File: src/design/ctc_pkg.sv
// Shared constants, state encodings and carriers for the coax transceiver control
package ctc_pkg;
    // Clock rate of the control logic
    localparam int CLK_MHZ = 50;

    // Least time rounds up to whole cycles, never below one
    function automatic int cyc_min(input int ns);
        int c;
        c = (ns * CLK_MHZ + 999) / 1000;
        return (c < 1) ? 1 : c;
    endfunction

    // Longest time rounds down, never below one
    function automatic int cyc_max(input int ns);
        int c;
        c = (ns * CLK_MHZ) / 1000;
        return (c < 1) ? 1 : c;
    endfunction

    // Times as specified, in their own units
    localparam int RX_ON_MAX_NS = 500;
    localparam int RX_HIGH_NS = 250;
    localparam int RX_BLANK_NS = 1000;
    localparam int TX_ON_NS = 15;
    localparam int TX_OFF_NS = 250;
    localparam int CD_ON_MAX_NS = 700;
    localparam int CD_IDLE_NS = 170;
    localparam int CD_FREQ_MHZ = 10;
    localparam int HB_DELAY_NS = 1000;
    localparam int HB_LEN_NS = 1000;
    localparam int UNJAB_NS = 450;
    localparam int JABBER_MS = 30;

    // Derived cycle counts
    localparam int RX_ON_MAX_CYC = cyc_max(RX_ON_MAX_NS);
    localparam int RX_HIGH_CYC = cyc_min(RX_HIGH_NS);
    localparam int RX_BLANK_CYC = cyc_min(RX_BLANK_NS);
    localparam int TX_ON_CYC = cyc_min(TX_ON_NS);
    localparam int TX_OFF_CYC = cyc_min(TX_OFF_NS);
    localparam int CD_ON_MAX_CYC = cyc_max(CD_ON_MAX_NS);
    localparam int CD_IDLE_CYC = cyc_min(CD_IDLE_NS);
    localparam int CD_PER_CYC = CLK_MHZ / CD_FREQ_MHZ;
    localparam int CD_LOW_CYC = CD_PER_CYC / 2;
    localparam int HB_DELAY_CYC = cyc_min(HB_DELAY_NS);
    localparam int HB_LEN_CYC = cyc_min(HB_LEN_NS);
    localparam int UNJAB_CYC = cyc_min(UNJAB_NS);
    localparam int JABBER_CYC = JABBER_MS * 1000 * CLK_MHZ;

    // Counter widths
    localparam int CNT_W = 6;
    localparam int PH_W = 3;
    localparam int GAP_W = 4;

    typedef enum logic [1:0] {
        CTC_RX_IDLE = 2'b00,
        CTC_RX_ON = 2'b01,
        CTC_RX_HOLD = 2'b10
    } ctc_rx_st_t;

    typedef enum logic [1:0] {
        CTC_TX_IDLE = 2'b00,
        CTC_TX_ON = 2'b01,
        CTC_TX_JAB = 2'b10,
        CTC_TX_UNJAB = 2'b11
    } ctc_tx_st_t;

    typedef enum logic [1:0] {
        CTC_HB_IDLE = 2'b00,
        CTC_HB_WAIT = 2'b01,
        CTC_HB_BURST = 2'b10
    } ctc_hb_st_t;

    // Cable side comparator results and recovered bit
    typedef struct packed {
        logic below_squelch;
        logic beyond_coll;
        logic level_high;
        logic bit_val;
        logic bit_valid;
    } ctc_cable_t;
endpackage

File: src/design/ctc_fifo.sv
// Small synchronous FIFO with valid/ready on both sides
`timescale 1ns/100ps
`default_nettype none
module ctc_fifo #(
    parameter int W = 1,
    parameter int D = 4
) (
    input wire logic clk_i,
    input wire logic rst_i,
    input wire logic in_valid_i,
    input wire logic [W-1:0] in_data_i,
    output logic in_ready_o,
    output logic out_valid_o,
    output logic [W-1:0] out_data_o,
    input wire logic out_ready_i
);
    localparam int AW = $clog2(D);
    localparam int CW = $clog2(D + 1);

    // Pointers wrap by overflow, so depth must be a power of two
    if (D < 2 || (D & (D - 1)) != 0 || W < 1)
    begin : g_chk
        $error("ctc_fifo: depth must be a power of two >= 2");
    end

    typedef struct packed {
        logic [D-1:0][W-1:0] mem;
        logic [AW-1:0] wp;
        logic [AW-1:0] rp;
        logic [CW-1:0] cnt;
        logic nfull;
        logic nempty;
        logic [W-1:0] head;
    } ctc_fifo_st_t;

    ctc_fifo_st_t s_reg;
    ctc_fifo_st_t s_next;
    logic push;
    logic pop;

    // Flags and head word are flops so the ports carry no decode logic
    always_comb
    begin
        push = in_valid_i & s_reg.nfull;
        pop = s_reg.nempty & out_ready_i;
        s_next = s_reg;
        if (push)
        begin
            s_next.mem[s_reg.wp] = in_data_i;
            s_next.wp = AW'(s_reg.wp + 1'b1);
        end
        if (pop)
        begin
            s_next.rp = AW'(s_reg.rp + 1'b1);
        end
        s_next.cnt = CW'(s_reg.cnt + CW'(push) - CW'(pop));
        s_next.nfull = (s_next.cnt != CW'(D));
        s_next.nempty = (s_next.cnt != '0);
        s_next.head = s_next.mem[s_next.rp];
    end

    always_ff @(posedge clk_i)
    begin
        if (rst_i)
        begin
            s_reg <= '0;
            s_reg.nfull <= 1'b1;
        end
        else
        begin
            s_reg <= s_next;
        end
    end

    assign in_ready_o = s_reg.nfull;
    assign out_valid_o = s_reg.nempty;
    assign out_data_o = s_reg.head;
endmodule
`default_nettype wire

File: src/design/ctc_core.sv
// Coax transceiver timing control: squelch, collision, heartbeat, jabber
`timescale 1ns/100ps
`default_nettype none
module ctc_core #(
    parameter int JABBER_CYC = ctc_pkg::JABBER_CYC,
    parameter int RX_FIFO_D = 4
) (
    input wire logic clk_i,
    input wire logic rst_i,
    input wire ctc_pkg::ctc_cable_t cable_i,
    input wire logic tx_neg_i,
    input wire logic pulse_test_enable_i,
    input wire logic rx_ready_i,
    output logic cable_ready_o,
    output logic rx_data_o,
    output logic rx_valid_o,
    output logic tx_drive_o,
    output logic tx_inhibit_o,
    output logic collision_out_o,
    output logic collision_en_o
);
    import ctc_pkg::*;

    localparam int JW = $clog2(JABBER_CYC + 1);
    localparam int RXMAX = RX_ON_MAX_CYC;
    localparam int CDMAX = CD_ON_MAX_CYC;

    // Counter widths must hold the longest interval
    if (JABBER_CYC < 2 || RX_BLANK_CYC >= (1 << CNT_W) || CD_IDLE_CYC >= (1 << GAP_W))
    begin : g_chk
        $error("ctc_core: counter widths cannot serve the timing");
    end

    typedef struct packed {
        ctc_rx_st_t rx;
        logic [CNT_W-1:0] rxc;
        ctc_tx_st_t tx;
        logic [CNT_W-1:0] txc;
        logic [JW-1:0] jab;
        ctc_hb_st_t hb;
        logic [CNT_W-1:0] hbc;
        logic run;
        logic [PH_W-1:0] ph;
        logic [GAP_W-1:0] gap;
        logic cd;
        logic drv;
    } ctc_core_st_t;

    ctc_core_st_t s_reg;
    ctc_core_st_t s_next;
    logic coll_req;
    logic rx_wr;
    // Saturating-free increment used by the rxc, txc and hbc interval counters
    function automatic logic [CNT_W-1:0] inc(input logic [CNT_W-1:0] v);
        return CNT_W'(v + 1'b1);
    endfunction

    // Cable bits enter the buffer only while the receiver is on
    assign rx_wr = (s_reg.rx == CTC_RX_ON) & cable_i.bit_valid;

    ctc_fifo #(
        .W(1),
        .D(RX_FIFO_D)
    ) u_rx_fifo (
        .clk_i(clk_i),
        .rst_i(rst_i),
        .in_valid_i(rx_wr),
        .in_data_i(cable_i.bit_val),
        .in_ready_o(cable_ready_o),
        .out_valid_o(rx_valid_o),
        .out_data_o(rx_data_o),
        .out_ready_i(rx_ready_i)
    );

    // Collision source: cable level, heartbeat, or jabber hold
    assign coll_req = cable_i.beyond_coll
        | (s_reg.hb == CTC_HB_BURST)
        | (s_reg.tx == CTC_TX_JAB)
        | (s_reg.tx == CTC_TX_UNJAB);

    // Next state of the whole block
    always_comb
    begin
        s_next = s_reg;
        // Receiver squelch; turn-off is timed so dribble bits are dropped
        case (s_reg.rx)
            CTC_RX_IDLE:
            begin
                s_next.rxc = '0;
                if (cable_i.below_squelch)
                begin
                    s_next.rx = CTC_RX_ON;
                end
            end
            CTC_RX_ON:
            begin
                if (!cable_i.level_high)
                begin
                    s_next.rxc = '0;
                end
                else if (s_reg.rxc == CNT_W'(RX_HIGH_CYC - 1))
                begin
                    s_next.rx = CTC_RX_HOLD;
                    s_next.rxc = '0;
                end
                else
                begin
                    s_next.rxc = inc(s_reg.rxc);
                end
            end
            CTC_RX_HOLD:
            begin
                if (s_reg.rxc == CNT_W'(RX_BLANK_CYC - 1))
                begin
                    s_next.rx = CTC_RX_IDLE;
                    s_next.rxc = '0;
                end
                else
                begin
                    s_next.rxc = inc(s_reg.rxc);
                end
            end
            default:
            begin
                s_next.rx = CTC_RX_IDLE;
                s_next.rxc = '0;
            end
        endcase
        // Transmit squelch and jabber; packet end is seen even when inhibited
        case (s_reg.tx)
            CTC_TX_IDLE:
            begin
                s_next.jab = '0;
                if (!tx_neg_i)
                begin
                    s_next.txc = '0;
                end
                else if (s_reg.txc == CNT_W'(TX_ON_CYC - 1))
                begin
                    s_next.tx = CTC_TX_ON;
                    s_next.txc = '0;
                end
                else
                begin
                    s_next.txc = inc(s_reg.txc);
                end
            end
            CTC_TX_ON, CTC_TX_JAB:
            begin
                if (s_reg.tx == CTC_TX_ON)
                begin
                    s_next.jab = JW'(s_reg.jab + 1'b1);
                end
                if (s_reg.tx == CTC_TX_ON && s_reg.jab == JW'(JABBER_CYC - 1))
                begin
                    s_next.tx = CTC_TX_JAB;
                end
                if (tx_neg_i)
                begin
                    s_next.txc = '0;
                end
                else if (s_reg.txc == CNT_W'(TX_OFF_CYC - 1))
                begin
                    s_next.txc = '0;
                    s_next.tx = (s_reg.tx == CTC_TX_ON) ? CTC_TX_IDLE : CTC_TX_UNJAB;
                end
                else
                begin
                    s_next.txc = inc(s_reg.txc);
                end
            end
            CTC_TX_UNJAB:
            begin
                if (s_reg.txc == CNT_W'(UNJAB_CYC - 1))
                begin
                    s_next.tx = CTC_TX_IDLE;
                    s_next.txc = '0;
                end
                else
                begin
                    s_next.txc = inc(s_reg.txc);
                end
            end
            default:
            begin
                s_next.tx = CTC_TX_IDLE;
                s_next.txc = '0;
            end
        endcase
        s_next.drv = (s_next.tx == CTC_TX_ON);
        // Heartbeat; a jabbed packet gets no heartbeat since collision is already shown
        case (s_reg.hb)
            CTC_HB_IDLE:
            begin
                s_next.hbc = '0;
                if (s_reg.tx == CTC_TX_ON && s_next.tx == CTC_TX_IDLE && pulse_test_enable_i)
                begin
                    s_next.hb = CTC_HB_WAIT;
                end
            end
            CTC_HB_WAIT:
            begin
                if (s_reg.hbc == CNT_W'(HB_DELAY_CYC - 1))
                begin
                    s_next.hb = CTC_HB_BURST;
                    s_next.hbc = '0;
                end
                else
                begin
                    s_next.hbc = inc(s_reg.hbc);
                end
            end
            CTC_HB_BURST:
            begin
                if (s_reg.hbc == CNT_W'(HB_LEN_CYC - 1))
                begin
                    s_next.hb = CTC_HB_IDLE;
                    s_next.hbc = '0;
                end
                else
                begin
                    s_next.hbc = inc(s_reg.hbc);
                end
            end
            default:
            begin
                s_next.hb = CTC_HB_IDLE;
                s_next.hbc = '0;
            end
        endcase
        // Collision oscillator; a burst always finishes its period, then idles high
        if (s_reg.run)
        begin
            s_next.ph = (s_reg.ph == PH_W'(CD_PER_CYC - 1)) ? '0 : PH_W'(s_reg.ph + 1'b1);
            if (!coll_req && s_reg.ph == PH_W'(CD_PER_CYC - 1))
            begin
                s_next.run = 1'b0;
                s_next.gap = '0;
            end
            s_next.cd = !s_next.run || (s_next.ph >= PH_W'(CD_LOW_CYC));
        end
        else
        begin
            s_next.cd = 1'b1;
            if (s_reg.gap != GAP_W'(CD_IDLE_CYC - 1))
            begin
                s_next.gap = GAP_W'(s_reg.gap + 1'b1);
            end
            else if (coll_req)
            begin
                s_next.run = 1'b1;
                s_next.ph = '0;
                s_next.cd = 1'b0;
            end
        end
    end

    // All counters and states start from known values
    always_ff @(posedge clk_i)
    begin
        if (rst_i)
        begin
            s_reg <= '0;
            s_reg.gap <= GAP_W'(CD_IDLE_CYC - 1);
            s_reg.cd <= 1'b1;
        end
        else
        begin
            s_reg <= s_next;
        end
    end
    // Outputs taken straight from state flops
    assign tx_drive_o = s_reg.drv;
    assign tx_inhibit_o = s_reg.tx[1];
    assign collision_out_o = s_reg.cd;
    assign collision_en_o = s_reg.run;

    property p_rx_on;
        @(posedge clk_i) disable iff (rst_i)
        (s_reg.rx == CTC_RX_IDLE && cable_i.below_squelch) |-> ##[1:RXMAX] s_reg.rx == CTC_RX_ON;
    endproperty
    a_rx_on: assert property (p_rx_on) else $error("receiver late to turn on");
    property p_rx_gate;
        @(posedge clk_i) disable iff (rst_i)
        $rose(s_reg.rx == CTC_RX_ON) |-> $past(cable_i.below_squelch);
    endproperty
    a_rx_gate: assert property (p_rx_gate) else $error("receiver on without squelch");
    property p_rx_blank;
        @(posedge clk_i) disable iff (rst_i)
        $fell(s_reg.rx == CTC_RX_HOLD) |-> $past(s_reg.rxc) == CNT_W'(RX_BLANK_CYC - 1);
    endproperty
    a_rx_blank: assert property (p_rx_blank) else $error("receiver blank time wrong");
    property p_rx_only;
        @(posedge clk_i) disable iff (rst_i)
        $rose(rx_valid_o) |-> $past(s_reg.rx == CTC_RX_ON) && $past(cable_i.bit_valid);
    endproperty
    a_rx_only: assert property (p_rx_only) else $error("write while receiver off");
    property p_tx_start;
        @(posedge clk_i) disable iff (rst_i)
        $rose(tx_drive_o) && !$past(tx_inhibit_o) |-> $past(tx_neg_i);
    endproperty
    a_tx_start: assert property (p_tx_start) else $error("transmit start without input");
    property p_tx_stop;
        @(posedge clk_i) disable iff (rst_i)
        $fell(tx_drive_o) && !tx_inhibit_o |-> !$past(tx_neg_i) && !$past(tx_neg_i, 2);
    endproperty
    a_tx_stop: assert property (p_tx_stop) else $error("transmit stopped early");
    property p_cd_on;
        @(posedge clk_i) disable iff (rst_i)
        cable_i.beyond_coll [*8] |-> ##[0:CDMAX] collision_en_o;
    endproperty
    a_cd_on: assert property (p_cd_on) else $error("collision not signalled");
    property p_cd_edges;
        @(posedge clk_i) disable iff (rst_i)
        ($rose(collision_en_o) |-> !collision_out_o) and ($fell(collision_en_o) |-> collision_out_o);
    endproperty
    a_cd_edges: assert property (p_cd_edges) else $error("burst framing wrong");
    property p_cd_gap;
        @(posedge clk_i) disable iff (rst_i)
        $fell(collision_en_o) |-> !collision_en_o [*8] ##1 collision_out_o;
    endproperty
    a_cd_gap: assert property (p_cd_gap) else $error("idle gap too short");
    property p_hb;
        @(posedge clk_i) disable iff (rst_i)
        ($past(s_reg.tx) == CTC_TX_ON && s_reg.tx == CTC_TX_IDLE && $past(pulse_test_enable_i))
        |-> s_reg.hb == CTC_HB_WAIT;
    endproperty
    a_hb: assert property (p_hb) else $error("heartbeat not started");
    property p_hb_off;
        @(posedge clk_i) disable iff (rst_i)
        (!pulse_test_enable_i && s_reg.hb == CTC_HB_IDLE) |=> s_reg.hb == CTC_HB_IDLE;
    endproperty
    a_hb_off: assert property (p_hb_off) else $error("heartbeat not suppressed");
    property p_jab;
        @(posedge clk_i) disable iff (rst_i)
        $rose(tx_inhibit_o) |-> $past(s_reg.jab) == JW'(JABBER_CYC - 1);
    endproperty
    a_jab: assert property (p_jab) else $error("jabber fired at wrong time");
    property p_unjab;
        @(posedge clk_i) disable iff (rst_i)
        $fell(tx_inhibit_o) |-> $past(s_reg.txc) == CNT_W'(UNJAB_CYC - 1);
    endproperty
    a_unjab: assert property (p_unjab) else $error("unjab time wrong");

    c_rx: cover property (@(posedge clk_i) disable iff (rst_i) $fell(s_reg.rx == CTC_RX_HOLD));
    c_hb: cover property (@(posedge clk_i) disable iff (rst_i) $fell(s_reg.hb == CTC_HB_BURST));
    c_jab: cover property (@(posedge clk_i) disable iff (rst_i) $fell(tx_inhibit_o));
    c_cd: cover property (@(posedge clk_i) disable iff (rst_i) $rose(collision_en_o));
endmodule
`default_nettype wire

File: config.mk
export PLATFORM = sky130hd
export DESIGN_NAME = ctc_core
export DESIGN_NICKNAME = d
export VERILOG_FILES = /design/src/design/ctc_pkg.sv /design/src/design/ctc_fifo.sv /design/src/design/ctc_core.sv
export SDC_FILE = /design/constraint.sdc
export NUM_CORES = 1
export LEC_CHECK = 0
export BUFFER_PORTS_ARGS = -buffer_cell sky130_fd_sc_hd__buf_4
export CAP_MARGIN = 10
export CORE_MARGIN = 3
export CORE_UTILIZATION = 45
export DETAILED_ROUTE_END_ITERATION = 16
export SYNTH_ARGS = -nofsm -noshare
export SYNTH_HDL_FRONTEND = slang
export SYNTH_SLANG_ARGS = --single-unit
export TNS_END_PERCENT = 10
File: constraint.sdc
create_clock -name clk_i -period 2.6 [get_ports clk_i]
set_clock_uncertainty 0.15 [all_clocks]
set_input_delay 0.52 -clock clk_i [delete_from_list [all_inputs] [get_ports clk_i]]
set_output_delay 0.52 -clock clk_i [all_outputs]
set_load 0.05 [all_outputs]
==> summary.txt, run 1 <==
Yosys
  – Distinct cells, synth: 54
  – Post-synthesis simple-gate area fraction: 0.2784
  – Mapped Cells: 395
  – Top_reg_cell synth: dfxtp_1
  – FF+latch count, synth: 69
  – XOR/XNOR Fraction of Synth Area: 0.06179
  – Share of the synthesized area in the top cell type: 0.4060
  – Seq/Total Area, Yosys: 0.4060
  – Post-synth net total: 429
  – Synth area leaders: dfxtp_1 41%, ha_1 8.5%, nor2_1 6.6%
  – Mapped Area: 3402 µm²
  – Mux contribution to synthesized area: 0.02869
  – Syn avg cell area: 8.613 µm²
  – Synth Area in Compound Gates: 0.09489
  – Synth warn: 0
  – Post-synth EDFFs: 0
  – Synth Area in Adders: 0.09047
  – Largest family of logic cells by synthesized area: simple AND/OR/NAND/NOR gates
  – Async SR Flop Fraction: 0
  – Most frequent cell after synthesis: dfxtp_1
  – Synth top cells by count: 69 x dfxtp_1, 60 x nor2_1, 36 x nand2_1
  – Area leader, netlist: dfxtp_1

Flow run
  – Max_cap viols: 0

Timing
  – Final Setup Violations: 0
  – Setup TNS: 0 ns
  – Maximum clock rate: 414.4 MHz
  – Slew of the pin with the lowest slew margin: 0.5120 ns
  – Slew headroom: 0.6539
  – Setup ws final: 0.1869 ns
  – Tmin final: 2.413 ns
  – RSZ-0062 raised after global routing: false
  – Max-slew violation count: 0
  – Final period utilization: 0.9281
  – Endpoints failing hold: 0

Floorplan
  – Initial core utilization: 0.4665
  – Core ar.: 7292 µm²
  – Die height: 92.95 µm
  – Die width: 92.95 µm
  – # IOs: 17
  – Standard-cell row count: 31
  – Die footprint: 8640 µm²

Power
  – Pwr dens: 672.2 nW/µm²
  – Clock share of power: 0.405
  – Sw Pwr: 679.5 µW
  – Comb power frac: 0.156
  – Pint: 1.936 mW
  – Max VDD drop: 0.0003701 V
  – Switching portion of total power: 0.2598
  – Seq pwr share: 0.439
  – Static leakage: 1.496 nW
  – Power consumption: 2.616 mW

Clock network
  – # resized after CTS: 0
  – CTS max path bufs: 2
  – CTS Hold Bufs: 0
  – CTS H-tree depth: 3
  – Post-CTS Setup Inserts: 0
  – CTS tree: built
  – Sink Count: 69
  – Clock transition at path regs: 0.07 ns
  – Worst skew pair latency: 0.34 ns
  – Total CTS buffers: 9
  – CTS root buf: clkbuf_8

Placement
  – RePlAce Congestion: 0.8379
  – IO buf count: 16
  – Pre-CTS setup slack: 0.1643 ns
  – Dpl cell area: 3643 µm²
  – HPWL after DPL: 4511 µm

GRT
  – Vias in the first global route: 2460
  – First-pass GRT wire length: 10960 µm
  – Global-route usage over all layers: 0.1576
  – Initial antenna violation count: 0
  – Remaining global-route overflow: 0
  – Pin count of the biggest net entering global routing: 48

Layout
  – Area Growth Syn to Fin: 14.38%
  – Share of cells above drive strength 1: 0.1232
  – Final Util: 0.5336
  – Post-route cell area: 3891 µm²
  – N_diodes: 0
  – Layout Nets: 451
  – Max reg flops: 51

Hold path
  – Hold Path Class: register to register
  – Hold Path Cell Cnt: 2

Route
  – Vias: 2650
  – Drt pass-1 iters: 4
  – Drt total wl: 6384 µm
  – Drt wl/cell: 12.25 µm
  – DRC: 0
  – Final ANT Viol Nets: 0
  – Via-to-Cell Ratio: 5.086
  – First DRT Iteration DRCs: 97

Worst setup path
  – Reg2reg path depth: 7
  – Critical path data arrival time: 2.54 ns
  – Highest net fanout along the worst path: 9
  – Startpoint type of the worst setup path: register
  – Kind of critical path: register to register
  – Critical Path Sink Type: register
  – Worst Path Required: 2.72 ns

Outcome
  – Outcome: finished clean
kinds of logic (layout without fill, tap and decap cells):
kind of cell	count (synthesis)	after routing
simple gates	187	187
compound gates	49	49
flops	69	69
buf+inv	34	61
xor+xnor	24	24
mux	8	8
fa+ha+maj	24	24
metrics by stage:
step	hold slack, ns	instances
floorplan	0.2834	395
global placement	0.3023	505
detailed placement	0.3064	505
CTS	0.3064	521
global route	0.3340	521
finish	0.3123	521
critical path: stages (launching register included):
cell and delay, ns:
dfxtp_2 0.37, inv_1 0.07, ha_1 0.45, nand2_4 0.13, or3_1 0.39, buf_4 0.18, or4_1 0.47, a21oi_1 0.15
layout by cell type, fill, tap and decap left out, types with 14 or more instances in the layout:
cell type / instances
nand2_1: 36
ha_1: 23
buf_4: 22
dfxtp_1: 68
nor2_1: 60
inv_1: 23
nand3_1: 23
xor2_1: 14
a21oi_1: 22
final cells by class:
type | instances | area, µm²
fillers | 735 | 3401
multi-input cells | 292 | 1886
flip-flops and latches | 69 | 1383
repair buffers | 22 | 165.2
clock buffers | 10 | 137.6
well taps | 99 | 123.9
clock inverters | 6 | 110.1
inverters | 23 | 86.33
layer usage:
| metal | vias up | routed length [µm] | track usage | part of all wire |
|---|---|---|---|---|
| li1 | 1408 | - | - | - |
| met1 | 1205 | 3144 | 0.2023 | 0.49 |
| met2 | 31 | 2924 | 0.2507 | 0.46 |
| met3 | 6 | 244 | 0.05280 | 0.038 |
| met4 | 0 | 71 | 0.04762 | 0.011 |
| met5 | - | 0 | 0 | 0 |
final timing paths:
path / from / end / slack (ns)
setup / recovery: tx_inhibit_o / s_reg[33] / 0.19
hold / removal: u_rx_fifo.s_reg[10] / u_rx_fifo.s_reg[10] / 0.31
setup reg to reg: tx_inhibit_o / s_reg[33] / 0.19
hold reg to reg: u_rx_fifo.s_reg[10] / u_rx_fifo.s_reg[10] / 0.31
power groups by stage:
stage,registers (mW),clock network (mW),logic [mW]
6_report,1.15,1.06,0.409
2_1_floorplan,1.22,0,0.256
3_5_place_dp,1.17,0,0.412
5_1_grt,1.15,1.14,0.459
3_3_place_gp,1.17,0,0.404
4_1_cts,1.15,1.09,0.415
Power figures use the tool's default switching activity.
==> run 2, diff against run 1 <==
--- a/config.mk
+++ b/config.mk
@@ -8,8 +8,9 @@
 export BUFFER_PORTS_ARGS = -buffer_cell sky130_fd_sc_hd__buf_4
 export CAP_MARGIN = 10
 export CORE_MARGIN = 3
-export CORE_UTILIZATION = 45
+export CORE_UTILIZATION = 61
 export DETAILED_ROUTE_END_ITERATION = 16
+export PLACE_DENSITY = 0.79
 export SYNTH_ARGS = -nofsm -noshare
 export SYNTH_HDL_FRONTEND = slang
 export SYNTH_SLANG_ARGS = --single-unit
==> summary.txt, run 2 (synthesis results as in run 1) <==
Floorplan
  – # IOs: 17
  – Standard-cell row count: 26
  – Core ar.: 5238 µm²
  – Die width: 80.68 µm
  – Die footprint: 6509 µm²
  – Initial core utilization: 0.6495
  – Die height: 80.68 µm

Timing
  – Endpoints failing hold: 0
  – Tmin final: 2.379 ns
  – RSZ-0062 raised after global routing: false
  – Max-slew violation count: 0
  – Slew headroom: 0.6607
  – Setup TNS: 0 ns
  – Final Setup Violations: 0
  – Slew of the pin with the lowest slew margin: 0.5019 ns
  – Hold WS: 0.3199 ns
  – Final period utilization: 0.9149
  – Maximum clock rate: 420.4 MHz

Layout
  – Share of cells above drive strength 1: 0.1190
  – N_diodes: 0
  – Leading cell type in the layout, fill and taps excluded: dfxtp_1
  – Final cell count without fillers: 490
  – Post-route cell area: 3837 µm²
  – Max reg flops: 51
  – Commonest non-fill, non-tap cells in the layout: 68 x dfxtp_1, 60 x nor2_1, 36 x nand2_1
  – Layout Nets: 449
  – Area Growth Syn to Fin: 12.80%

Worst setup path
  – Critical Path Sink Type: register
  – Worst Path Required: 2.73 ns
  – Critical path data arrival time: 2.51 ns
  – Setup crit start: s_reg[45]
  – Kind of critical path: register to register
  – Reg2reg start: s_reg[45]
  – Startpoint type of the worst setup path: register
  – Highest net fanout along the worst path: 9

Route
  – Via-to-Cell Ratio: 5.667
  – Vias: 2777
  – DRC: 0
  – Drt total wl: 6481 µm
  – Final ANT Viol Nets: 0
  – Drt pass-1 iters: 4
  – Drt wl/cell: 13.23 µm
  – First DRT Iteration DRCs: 171

Power
  – Pwr dens: 685.8 nW/µm²
  – Static leakage: 1.492 nW
  – Max VDD drop: 0.0004483 V
  – Power consumption: 2.632 mW

Clock network
  – CTS root buf: clkbuf_8
  – # resized after CTS: 0
  – Sink Count: 69
  – CTS max path bufs: 2
  – Total CTS buffers: 9
  – Clock transition at path regs: 0.08 ns
  – Post-CTS Setup Inserts: 0
  – Worst skew pair latency: 0.35 ns
  – CTS tree: built
  – CTS H-tree depth: 3
  – CTS Hold Bufs: 0

GRT
  – Global-route usage over all layers: 0.2201
  – Initial antenna violation count: 0
  – Vias in the first global route: 2574
  – First-pass GRT wire length: 11190 µm
  – Pin count of the biggest net entering global routing: 48
  – Remaining global-route overflow: 0

Hold path
  – Hold Path Class: primary input to register
  – Worst Hold Launch: cable_i[2]

Placement
  – RePlAce Congestion: 0.9018
  – Placed insts: 474
  – Dpl cell area: 3592 µm²
  – IO buf count: 16
  – HPWL after DPL: 4511 µm

Outcome
  – Outcome: finished clean

Flow run
  – Max_cap viols: 0
run 2: area by class of cell:
| class | instances | area [µm²] |
|---|---|---|
| Multi-Input combinational cell | 292 | 1886 |
| Fill cell | 389 | 1400 |
| Sequential cell | 69 | 1383 |
| Timing Repair Buffer | 20 | 150.1 |
| Clock buffer | 9 | 123.9 |
| Clock inverter | 7 | 121.4 |
| Tap cell | 70 | 87.58 |
| Inverter | 23 | 86.33 |
run 2: worst paths after layout:
check	end	slack (ns)	cells past startpoint
max	s_reg[33]	0.22	7
min	s_reg[53]	0.32	4
max reg2reg	s_reg[33]	0.22	7
min reg2reg	s_reg[5]	0.32	2
run 2: report_power, final:
| group | internal [mW] | switching, mW |
|---|---|---|
| Combinational | 0.165 | 0.253 |
| Clock | 0.642 | 0.421 |
| Sequential | 1.11 | 0.0401 |
| Total | 1.92 | 0.714 |
run 2: stage by stage:
step / setup WS (ns) / util
2_1_floorplan: 0.03025 / -
3_5_place_dp: 0.1651 / 0.6859
6_report: 0.2213 / 0.7327
4_1_cts: 0.2347 / 0.7327
5_1_grt: 0.06831 / 0.7327
3_3_place_gp: 0.2201 / 0.6859
run 2: metal layers:
metal,up-vias,track usage,share of wire
met1,1307,0.2663,0.46
met5,-,0,0
li1,1405,-,-
met3,15,0.05942,0.038
met4,0,0.07770,0.021
met2,50,0.3742,0.48
run 2: worst max-delay path: stages, from the launching register on:
cell and delay (ns):
dfxtp_1 0.42, inv_1 0.09, ha_1 0.34, nand2_4 0.10
or3_1 0.41, buf_4 0.18, or4_1 0.46, a21oi_1 0.16
==> run 3, diff against run 2 <==
--- a/config.mk
+++ b/config.mk
@@ -7,6 +7,7 @@
 export LEC_CHECK = 0
 export BUFFER_PORTS_ARGS = -buffer_cell sky130_fd_sc_hd__buf_4
 export CAP_MARGIN = 10
+export CORE_ASPECT_RATIO = 0.5
 export CORE_MARGIN = 3
 export CORE_UTILIZATION = 61
 export DETAILED_ROUTE_END_ITERATION = 16
==> summary.txt, run 3 (synthesis results as in run 1) <==
Power
  – Comb power frac: 0.169
  – Switching portion of total power: 0.2710
  – Pint: 1.789 mW
  – Sw Pwr: 665.0 µW
  – Clock share of power: 0.363
  – Static leakage: 1.475 nW
  – Seq pwr share: 0.468
  – Max VDD drop: 0.0004464 V
  – Pwr dens: 646.1 nW/µm²
  – Power consumption: 2.454 mW

Floorplan
  – Die footprint: 6564 µm²
  – Initial core utilization: 0.6596
  – # IOs: 17
  – Die height: 58.81 µm
  – Core ar.: 5157 µm²
  – Die width: 111.6 µm
  – Standard-cell row count: 18

Worst setup path
  – Top delay family on crit path: simple AND/OR/NAND/NOR gates
  – Kind of critical path: register to register
  – Worst-path cell chain: inv_1, ha_1, nand2_4, or3_1, buf_4, nor3_1, mux2_2, nor2_1
  – Critical path data arrival time: 2.52 ns
  – R2r setup slk: 0.21 ns
  – Startpoint type of the worst setup path: register
  – Reg2reg start: s_reg[45]
  – CP max-delay cell: dfxtp_1
  – Critical Path Sink Type: register
  – Largest stage delay on the critical path: 0.42 ns
  – Reg2reg path depth: 8
  – Number of buffers and inverters on the critical path: 2
  – Reg2reg end: s_reg[35]
  – Worst Path Required: 2.73 ns
  – Highest net fanout along the worst path: 9

Timing
  – Endpoints failing hold: 0
  – Final period utilization: 0.9181
  – Hold WS: 0.3188 ns
  – Max-slew violation count: 0
  – Tmin final: 2.387 ns
  – Maximum clock rate: 418.9 MHz
  – Setup ws final: 0.2129 ns
  – Slew headroom: 0.6469
  – Setup TNS: 0 ns
  – RSZ-0062 raised after global routing: false
  – Final Setup Violations: 0
  – Slew of the pin with the lowest slew margin: 0.5223 ns

Hold path
  – Hold endpoint: u_rx_fifo.s_reg[13]
  – Hold Path Class: register to register
  – Hold Path Cell Cnt: 2
  – Worst Hold Launch: u_rx_fifo.s_reg[13]

Route
  – Drt pass-1 iters: 4
  – Via-to-Cell Ratio: 5.636
  – Drt wl/cell: 13.50 µm
  – Final ANT Viol Nets: 0
  – First DRT Iteration DRCs: 181
  – Drt total wl: 6602 µm
  – Vias: 2756
  – DRC: 0

GRT
  – Vias in the first global route: 2751
  – Met2 usage: 0.4087
  – Global-route usage over all layers: 0.2253
  – First-pass GRT wire length: 11900 µm
  – Met3 GRT Util: 0.06057
  – Pin count of the biggest net entering global routing: 48
  – Gr busiest metal: met2
  – Met1 global-route usage: 0.2556
  – Remaining global-route overflow: 0
  – Initial antenna violation count: 0

Clock network
  – Worst skew pair latency: 0.35 ns
  – CTS tree: built
  – CTS max path bufs: 2
  – Post-CTS Setup Inserts: 0
  – Clock transition at path regs: 0.07 ns
  – CTS H-tree depth: 3
  – Sink Count: 69
  – CTS root buf: clkbuf_8
  – CTS Hold Bufs: 0
  – Total CTS buffers: 9
  – # resized after CTS: 0

Outcome
  – Outcome: finished clean

Placement
  – RePlAce Congestion: 0.8953
  – IO buf count: 16
  – Pre-CTS setup slack: 0.1659 ns
  – Placed insts: 475
  – Dpl cell area: 3600 µm²
  – HPWL after DPL: 4712 µm

Layout
  – Layout Nets: 450
  – Area Growth Syn to Fin: 11.66%
  – Leading cell type in the layout, fill and taps excluded: dfxtp_1
  – Final cell count without fillers: 489
  – Share of cells above drive strength 1: 0.1146
  – Max reg flops: 51
  – Commonest non-fill, non-tap cells in the layout: 68 x dfxtp_1, 60 x nor2_1, 36 x nand2_1
  – Post-route cell area: 3799 µm²
  – Final Util: 0.7365
  – N_diodes: 0
  – Filler cells: 386

Flow run
  – Max_cap viols: 0
[run 3: how the worst max path moves through the flow]
| stage | start | endpoint | slack (ns) | depth (start not counted) |
|---|---|---|---|---|
| 6_report | s_reg[45] | s_reg[35] | 0.21 | 8 |
| 5_1_grt | s_reg[45] | s_reg[35] | 0.03 | 8 |
| 4_1_cts | s_reg[45] | s_reg[37] | 0.23 | 7 |
| 3_5_place_dp | rx_ready_i | u_rx_fifo.in_ready_o | 0.17 | 11 |
| 3_3_place_gp | rx_ready_i | u_rx_fifo.in_ready_o | 0.24 | 11 |
| 2_1_floorplan | tx_inhibit_o | s_reg[37] | 0.03 | 8 |
[run 3: final cells by class]
cell class	count	area [µm²]	share of cell area
Multi-Input combinational cell	292	1886	0.4964
Sequential cell	69	1383	0.3640
Clock buffer	13	168.9	0.04447
Timing Repair Buffer	21	157.7	0.04150
Tap cell	70	87.58	0.02306
Inverter	23	86.33	0.02273
Clock inverter	1	30.03	0.007905
[run 3: metal layers]
metal,share of wire,up-vias,routed length (µm)
met4,0.013,0,89
li1,-,1405,-
met1,0.46,1294,3019
met2,0.49,47,3212
met3,0.042,10,280
met5,0,-,0
[run 3: worst min-delay path, delay by kind of cell (launching register included)]
kind / cells / cell delay, ns
flops: 1 / 0.30
simple gates: 1 / 0.05
compound gates: 1 / 0.07
[run 3: power by group through the flow]
stage               logic [mW]  registers (mW)  clock network [mW]
global placement         0.390            1.17                   0
CTS                      0.417            1.15               0.913
finish                   0.415            1.15               0.890
global route             0.464            1.16               0.949
detailed placement       0.412            1.17                   0
floorplan                0.256            1.22                   0
